--- src/rtl/ioc_pkg.sv ---
package ioc_pkg;

  localparam int unsigned APB_AW = 8;
  localparam int unsigned APB_DW = 32;
  localparam int unsigned N_ELEM = 3;

  // register byte addresses
  localparam logic [APB_AW-1:0] ADDR_CFG  = 8'h00;
  localparam logic [APB_AW-1:0] ADDR_STAT = 8'h04;

  // storage element indices
  localparam int unsigned EL_IN  = 0;
  localparam int unsigned EL_OUT = 1;
  localparam int unsigned EL_OE  = 2;

  // boundary-scan chain cell indices
  localparam int unsigned BS_OUT = 0;
  localparam int unsigned BS_OE  = 1;
  localparam int unsigned BS_IN  = 2;

  typedef enum logic [1:0] {
    SR_SYNC_SET  = 2'b00,
    SR_SYNC_RST  = 2'b01,
    SR_ASYNC_PRE = 2'b10,
    SR_ASYNC_CLR = 2'b11
  } ioc_sr_e;

  typedef struct packed {
    logic    latch;
    ioc_sr_e srmode;
  } ioc_elem_cfg_s;

  typedef struct packed {
    logic                           cfg_done;
    logic                           keeper_en;
    logic                           pullup_post;
    logic                           pulldown_post;
    logic                           inv_sr;
    logic          [N_ELEM-1:0]     inv_ce;
    logic                           inv_clk;
    logic                           inv_oe;
    logic                           inv_out;
    logic                           oe_sel_reg;
    logic                           out_sel_reg;
    ioc_elem_cfg_s [N_ELEM-1:0]     elem;
  } ioc_cfg_s;

  localparam int unsigned CFG_W = $bits(ioc_cfg_s);
  localparam logic [CFG_W-1:0] CFG_RST = 21'h000000;

  typedef struct packed {
    logic              strap_pullup;
    logic              cfg_done;
    logic [N_ELEM-1:0] q;
    logic              pad_in;
  } ioc_stat_s;

  localparam int unsigned STAT_W = $bits(ioc_stat_s);

endpackage

--- src/rtl/ioc_store_elem.sv ---
`timescale 1ns/1ns
`default_nettype none
module ioc_store_elem
  import ioc_pkg::*;
(
  input  wire logic          i_clk,      // system clock
  input  wire logic          i_rst_b,    // async reset, active low
  input  wire logic          i_ce,       // global freeze when low
  input  wire ioc_elem_cfg_s i_cfg,      // mode and set/reset style
  input  wire logic          i_clk_rise, // cell clock rising edge
  input  wire logic          i_clk_hi,   // cell clock level
  input  wire logic          i_elem_ce,  // element clock enable
  input  wire logic          i_sr,       // shared set/reset
  input  wire logic          i_d,        // data in
  output logic               o_q         // stored value
);

  typedef struct packed {
    logic q;
  } ioc_el_st_s;

  ioc_el_st_s st_r;
  ioc_el_st_s st_nxt;
  logic       load;

  always_comb
  begin
    st_nxt = st_r;
    load   = i_elem_ce && (i_cfg.latch ? i_clk_hi : i_clk_rise);
    if (i_ce)
    begin
      if (i_sr && i_cfg.srmode == SR_ASYNC_PRE)
        st_nxt.q = 1'b1;
      else if (i_sr && i_cfg.srmode == SR_ASYNC_CLR)
        st_nxt.q = 1'b0;
      else if (load)
      begin
        if (i_sr && i_cfg.srmode == SR_SYNC_SET)
          st_nxt.q = 1'b1;
        else if (i_sr && i_cfg.srmode == SR_SYNC_RST)
          st_nxt.q = 1'b0;
        else
          st_nxt.q = i_d;
      end
    end
  end

  always_ff @(posedge i_clk or negedge i_rst_b)
  begin
    if (!i_rst_b)
      st_r <= '0;
    else
      st_r <= st_nxt;
  end

  assign o_q = st_r.q;

  logic async_act;
  assign async_act = i_sr && i_cfg.srmode[1];
endmodule
`default_nettype wire

--- src/rtl/ioc_cell.sv ---
`timescale 1ns/1ns
`default_nettype none
// Notes on behaviour
// each of the three storage elements works as an edge flip-flop or a level latch.
// the three elements share one cell clock but each has its own clock enable.
// one shared set/reset acts per element as sync set, sync reset, async preset or clear.
// output data and every control signal have their own polarity inversion.
// before configuration is done outputs float, pull-downs and keeper stay off.
// pre-configuration pull-ups follow one global strap; otherwise pins float.
// the pad input reaches logic directly and through the input element at once.
// pad data comes from logic directly or from the output element by configuration.
// driver enable comes from logic directly or from the enable element.
// with the keeper on and drivers off, the pad is held at its last sensed level.
// the cell takes part in boundary scan with capture, shift, update and extest.
// an element with its enable low keeps its value apart from async preset or clear.
module ioc_cell
  import ioc_pkg::*;
(
  input  wire logic              i_clk,          // system clock, 20 MHz
  input  wire logic              i_rst_b,        // async reset, active low
  input  wire logic              i_ce,           // global clock enable
  input  wire logic              i_psel,         // apb select
  input  wire logic              i_penable,      // apb enable
  input  wire logic              i_pwrite,       // apb direction
  input  wire logic [APB_AW-1:0] i_paddr,        // apb address
  input  wire logic [APB_DW-1:0] i_pwdata,       // apb write data
  output logic      [APB_DW-1:0] o_prdata,       // apb read data
  output logic                   o_pready,       // apb ready
  output logic                   o_pslverr,      // apb error
  input  wire logic              i_mode_pullup,  // global pull-up strap
  input  wire logic              i_cell_clk,     // shared cell clock
  input  wire logic [N_ELEM-1:0] i_elem_ce,      // per element enables
  input  wire logic              i_sr,           // shared set/reset
  input  wire logic              i_out_data,     // data to pad
  input  wire logic              i_oe_data,      // driver enable, high drives
  output logic                   o_in_direct,    // pad value, direct path
  output logic                   o_in_reg,       // pad value, stored path
  input  wire logic              i_pad_in,       // sensed pad level
  output logic                   o_pad_out,      // pad driver data
  output logic                   o_pad_oe,       // pad driver enable
  output logic                   o_pullup_en,    // pull-up on
  output logic                   o_pulldown_en,  // pull-down on
  output logic                   o_keep_oe,      // keeper weak drive on
  output logic                   o_keep_val,     // keeper weak level
  input  wire logic              i_bs_capture,   // scan capture
  input  wire logic              i_bs_shift,     // scan shift
  input  wire logic              i_bs_update,    // scan update
  input  wire logic              i_bs_extest,    // scan owns the pad
  input  wire logic              i_bs_tdi,       // scan data in
  output logic                   o_bs_tdo        // scan data out
);

  typedef struct packed {
    ioc_cfg_s          cfg;
    logic              strap_done;
    logic              strap;
    logic              clk_prev;
    logic              pready;
    logic              pslverr;
    logic [APB_DW-1:0] prdata;
    logic              pad_out;
    logic              pad_oe;
    logic              pu;
    logic              pd;
    logic              keep_oe;
    logic              keep_val;
    logic              in_direct;
    logic [N_ELEM-1:0] bs_chain;
    logic [N_ELEM-1:0] bs_upd;
    logic              bs_tdo;
  } ioc_st_s;

  ioc_st_s           st_r;
  ioc_st_s           st_nxt;
  logic [N_ELEM-1:0] q;
  logic [N_ELEM-1:0] d;
  logic [N_ELEM-1:0] ce_eff;
  logic              clk_eff;
  logic              clk_rise;
  logic              sr_eff;
  logic              out_fn;
  logic              oe_fn;
  logic              apb_done;
  logic              addr_ok;
  ioc_stat_s         stat;

  assign clk_eff  = i_cell_clk ^ st_r.cfg.inv_clk;
  assign clk_rise = clk_eff && !st_r.clk_prev;
  assign sr_eff   = i_sr ^ st_r.cfg.inv_sr;
  assign d[EL_IN]  = i_pad_in;
  assign d[EL_OUT] = i_out_data;
  assign d[EL_OE]  = i_oe_data;

  genvar g;
  generate
    for (g = 0; g < N_ELEM; g++)
    begin : g_elem
      assign ce_eff[g] = i_elem_ce[g] ^ st_r.cfg.inv_ce[g];
      ioc_store_elem u_elem (
        .i_clk      (i_clk),
        .i_rst_b    (i_rst_b),
        .i_ce       (i_ce),
        .i_cfg      (st_r.cfg.elem[g]),
        .i_clk_rise (clk_rise),
        .i_clk_hi   (clk_eff),
        .i_elem_ce  (ce_eff[g]),
        .i_sr       (sr_eff),
        .i_d        (d[g]),
        .o_q        (q[g])
      );
    end
  endgenerate

  // output data and enable select, then polarity
  assign out_fn = (st_r.cfg.out_sel_reg ? q[EL_OUT] : i_out_data) ^ st_r.cfg.inv_out;
  assign oe_fn  = (st_r.cfg.oe_sel_reg ? q[EL_OE] : i_oe_data) ^ st_r.cfg.inv_oe;

  assign apb_done = i_psel && i_penable && st_r.pready;
  assign addr_ok  = (i_paddr == ADDR_CFG) || (i_paddr == ADDR_STAT);

  always_comb
  begin
    st_nxt = st_r;
    stat.strap_pullup = st_r.strap;
    stat.cfg_done     = st_r.cfg.cfg_done;
    stat.q            = q;
    stat.pad_in       = i_pad_in;
    if (i_ce)
    begin
      // strap caught once, first enabled cycle after reset release
      if (!st_r.strap_done)
      begin
        st_nxt.strap_done = 1'b1;
        st_nxt.strap      = i_mode_pullup;
      end
      st_nxt.clk_prev = clk_eff;

      // apb slave: one wait state, then ready
      st_nxt.pready  = i_psel && i_penable && !st_r.pready;
      st_nxt.pslverr = i_psel && i_penable && !st_r.pready && !addr_ok;
      if (i_psel && i_penable && !st_r.pready)
      begin
        if (i_pwrite || !addr_ok)
          st_nxt.prdata = '0;
        else if (i_paddr == ADDR_CFG)
          st_nxt.prdata = APB_DW'(st_r.cfg);
        else
          st_nxt.prdata = APB_DW'(stat);
      end
      if (apb_done && i_pwrite && i_paddr == ADDR_CFG)
        st_nxt.cfg = ioc_cfg_s'(i_pwdata[CFG_W-1:0]);

      st_nxt.in_direct = i_pad_in;

      // boundary-scan cells
      st_nxt.bs_tdo = st_r.bs_chain[0];
      if (i_bs_capture)
        st_nxt.bs_chain = {i_pad_in, oe_fn, out_fn};
      else if (i_bs_shift)
        st_nxt.bs_chain = {i_bs_tdi, st_r.bs_chain[N_ELEM-1:1]};
      if (i_bs_update)
        st_nxt.bs_upd = st_r.bs_chain;

      // pad drive
      if (!st_r.cfg.cfg_done)
      begin
        st_nxt.pad_out = 1'b0;
        st_nxt.pad_oe  = 1'b0;
        st_nxt.pd      = 1'b0;
        st_nxt.keep_oe = 1'b0;
        st_nxt.pu      = st_nxt.strap;
      end
      else
      begin
        st_nxt.pad_out = i_bs_extest ? st_r.bs_upd[BS_OUT] : out_fn;
        st_nxt.pad_oe  = i_bs_extest ? st_r.bs_upd[BS_OE] : oe_fn;
        st_nxt.pu      = st_r.cfg.pullup_post;
        st_nxt.pd      = st_r.cfg.pulldown_post;
        st_nxt.keep_oe = st_r.cfg.keeper_en && !st_nxt.pad_oe;
      end
      st_nxt.keep_val = i_pad_in;
    end
  end

  always_ff @(posedge i_clk or negedge i_rst_b)
  begin
    if (!i_rst_b)
    begin
      st_r     <= '0;
      st_r.cfg <= CFG_RST;
    end
    else
      st_r <= st_nxt;
  end

  assign o_prdata      = st_r.prdata;
  assign o_pready      = st_r.pready;
  assign o_pslverr     = st_r.pslverr;
  assign o_in_direct   = st_r.in_direct;
  assign o_in_reg      = q[EL_IN];
  assign o_pad_out     = st_r.pad_out;
  assign o_pad_oe      = st_r.pad_oe;
  assign o_pullup_en   = st_r.pu;
  assign o_pulldown_en = st_r.pd;
  assign o_keep_oe     = st_r.keep_oe;
  assign o_keep_val    = st_r.keep_val;
  assign o_bs_tdo      = st_r.bs_tdo;
endmodule
`default_nettype wire

--- config.mk ---
export PLATFORM = sky130hd
export DESIGN_NAME = ioc_cell
export DESIGN_NICKNAME = d
export VERILOG_FILES = /design/src/rtl/ioc_pkg.sv /design/src/rtl/ioc_store_elem.sv /design/src/rtl/ioc_cell.sv
export SDC_FILE = /design/constraint.sdc
export NUM_CORES = 1
export LEC_CHECK = 0
export BUFFER_PORTS_ARGS = -buffer_cell sky130_fd_sc_hd__buf_2
export CORE_MARGIN = 8
export CORE_UTILIZATION = 54
export DETAILED_ROUTE_END_ITERATION = 7
export PLACE_DENSITY = 0.9
export SLEW_MARGIN = 25
export SYNTH_ARGS = -nofsm -noshare
export SYNTH_HDL_FRONTEND = slang
export SYNTH_SLANG_ARGS = --single-unit
--- constraint.sdc ---
create_clock -name i_clk -period 4.4 [get_ports i_clk]
set_input_delay 1.1 -clock i_clk [delete_from_list [all_inputs] [get_ports i_clk]]
set_output_delay 1.1 -clock i_clk [all_outputs]
set_load 0.02 [all_outputs]
==> impl_metrics.toml <==
[clock_network]
cts_sinks = 64
cts_max_level = 3
path_clk_slew_ns = 0.07
cts-root-buf = "clkbuf_8"
clockBufferDepth = 2
clock_latency_ns = 0.33
cts_tree = "done"
post_cts_resize_count = 0
ctsHoldBuffers = 0
cts_buffers = 9
post_cts_buffers = 0

[setup_path]
r2r_setup_slack_ns = 2.67
critical_path_class = "in -> reg"
crit_path_start = "i_paddr[5]"
cp-endpoint = "o_prdata[13]$_DFFE_PN0P_"
r2r_cells = 4
r2r-start = "st_r[68]$_DFFE_PN0P_"
rr_endpoint = "g_elem[2].u_elem.o_q$_DFFE_PN0P_"
cp-start-kind = "input pin"
cp.required_ns = 4.67
arrival_ns = 3.00
critPathMaxFanout = 16
worst_setup_path_end_kind = "register"

[timing]
rsz0062_at_grt = "no"
slew_violations = 0
fin_setup_tns_ns = 0
hold-worst-slack_ns = 0.480
setup_viol = 0
fmax_mhz = 367
fin_crit_ns = 2.73
skew_ns = 0.00444
post-route-period-util = 0.620
slew_headroom = 0.436
hold_viol = 0
worst_slew_pin_slew_ns = 0.846

[place]
port_buffers = 82
hpwl_um = 4950
place.gp.congestion = 0.761

[global_routing]
first_global_vias = 2308
grt.met3_usage = 0.0715
met2_usage = 0.286
grtUsageTotal = 0.172
grt_overflow = 0
grt_pass1_wl_um = 11200
grt_max_degree = 39
grt.busiest_layer = "met2"
antenna_found_initial = 0
use_met1 = 0.189

[layout]
drive_above_1_share = 0.477
diodes = 0
final_core_util = 0.646
finalNetCount = 363
area_delta_synth_final_pct = 17.1

[min_path]
min_from = "o_prdata[5]$_DFFE_PN0P_"
hp-class = "reg -> reg"
holdPathStages = 2

[logic_synthesis]
ys_warn_count = 0
yosys.cell_types.count = 35
syn_area_um2 = 2980
yosysSeqAreaShare = 0.537
synth.largest_area_cell = "dfrtp_1"
syn_avg_cell_area_um2 = 12.3
synth_area_leaders = "dfrtp_1 54%, mux2_2 11%, buf_4 8.3%, mux2i_1 3.7%, a22o_2 3.4%"
syn_inst = 242
netlist.area_leader.share = 0.537
yosys_register_bits = 64

[pwr]
ir_drop_mv = 0.356
power.total_mw = 1.38
leakage_nw = 1.82
clockPowerShare = 0.453
power_switching_mw = 0.312
power_density_nw_per_um2 = 396
netSwitchingFraction = 0.226
p_comb_frac = 0.091
intPower_mw = 1.07
p_seq_frac = 0.455

[drt]
drtIter0Drc = 78
drc = 0
via_per_inst = 5.27
dr_total_vias = 2003
routed_wl_um = 6610
ant_nets = 0
wire_per_inst_um = 17.4
dr.pass1.iters = 4

[die]
die_w_um = 90.3
start_util = 0.552
die_area_um2 = 8160
top_level_ports = 103
row_count = 27
core-area_um2 = 5410
die_h_um = 90.3

[run]
cap_violations = 0

[run_status]
outcome = "finished, final reports clean"
worst min-delay path by stage:
| stage | to | slack [ns] |
|---|---|---|
| finish | o_prdata[5]$_DFFE_PN0P_ | 0.48 |
| global route | o_prdata[4]$_DFFE_PN0P_ | 0.50 |
| CTS | o_prdata[4]$_DFFE_PN0P_ | 0.48 |
| detailed placement | o_prdata[4]$_DFFE_PN0P_ | 0.47 |
| global placement | o_prdata[2]$_DFFE_PN0P_ | 0.46 |
| floorplan | o_prdata[0]$_DFFE_PN0P_ | 0.45 |
final cells by class:
type	instances	area, um^2
repair buffers	84	425
inverters	3	11.3
multi-input cells	141	1110
clock buffers	11	151
flip-flops and latches	64	1600
clock inverters	5	103
well taps	72	90.1
fillers	467	1910
kinds of logic after synthesis:
kind of cell / Yosys count / synth area share
compound gates: 44 / 0.117
flops: 64 / 0.537
mux: 41 / 0.150
other cells: 1 / 0.00126
xor+xnor: 7 / 0.0206
simple gates: 39 / 0.0717
buf+inv: 46 / 0.103
power groups by stage:
stage / registers [mW] / clock network, mW / logic, mW
after floorplan: 0.647 / 0 / 0.0681
final: 0.630 / 0.627 / 0.126
after global routing: 0.633 / 0.664 / 0.140
after CTS: 0.630 / 0.637 / 0.128
after detailed placement: 0.641 / 0 / 0.128
after global placement: 0.639 / 0 / 0.124
cells in the final DEF (no fill, tap or decap), types with 2 or more instances in the layout:
| master | instances |
|---|---|
| a22o_1 | 7 |
| buf_2 | 82 |
| nand2_1 | 12 |
| inv_1 | 3 |
| mux2i_1 | 11 |
| conb_1 | 10 |
| xnor2_1 | 3 |
| o2bb2ai_1 | 3 |
| a22o_2 | 10 |
| o22ai_1 | 2 |
| xor2_1 | 4 |
| dfrtp_1 | 64 |
| clkbuf_8 | 11 |
| nand3_1 | 3 |
| nand2b_1 | 3 |
| bufinv_16 | 3 |
| a32oi_1 | 2 |
| o22a_1 | 2 |
| o31ai_1 | 6 |
| buf_4 | 2 |
| nor2_1 | 10 |
| or4_4 | 2 |
| o21ai_0 | 5 |
| a21oi_1 | 5 |
| mux2_2 | 30 |
cell usage after synthesis:
library cell / number
nand2_1: 12
buf_2: 2
buf_4: 33
nand3_1: 3
a21oi_1: 5
a32o_1: 1
xnor2_1: 3
or2_2: 1
and3_1: 1
clkbuf_1: 7
a21o_1: 1
inv_1: 3
o2bb2ai_1: 3
and2_1: 1
and3b_1: 1
nand2b_1: 4
or4_4: 2
o31ai_1: 6
xor2_1: 4
nor4_1: 1
o22a_1: 2
o22ai_1: 2
conb_1: 1
mux2_2: 30
or3_4: 1
a22o_1: 7
mux2i_1: 11
buf_6: 1
dfrtp_1: 64
nor2_1: 10
a32oi_1: 2
a22o_2: 10
or3_2: 1
nor3_4: 1
o21ai_0: 5
metrics by stage:
stage / instance area [um^2] / setup slack [ns] / cells
2_1_floorplan: 3020 / 1.76 / 251
3_3_place_gp: 3240 / 1.37 / 364
3_5_place_dp: 3240 / 1.32 / 364
4_1_cts: 3490 / 1.69 / 380
5_1_grt: 3490 / 1.62 / 380
6_report: 3490 / 1.67 / 380
sequential cells by signal (all words and copies together), names as in the netlist:
signal / cells
st_r: 30
o_prdata: 22
g_elem.u_elem.o_q: 3
o_bs_tdo: 1
o_in_direct: 1
o_keep_oe: 1
o_pad_oe: 1
o_pad_out: 1
o_pready: 1
o_pslverr: 1
o_pulldown_en: 1
o_pullup_en: 1
layer usage:
| metal | wire length [um] | share of wire |
|---|---|---|
| met4 | 82 | 0.012 |
| met3 | 459 | 0.069 |
| met1 | 2810 | 0.42 |
| met5 | 0 | 0 |
| met2 | 3270 | 0.49 |
worst max-delay path, cell delays in order:
cell	delay, ns
buf_2	0.09
or4_4	0.54
or4_4	0.44
nor3_4	0.56
a22o_2	0.26
No activity file was read; power rests on OpenSTA's default activity.
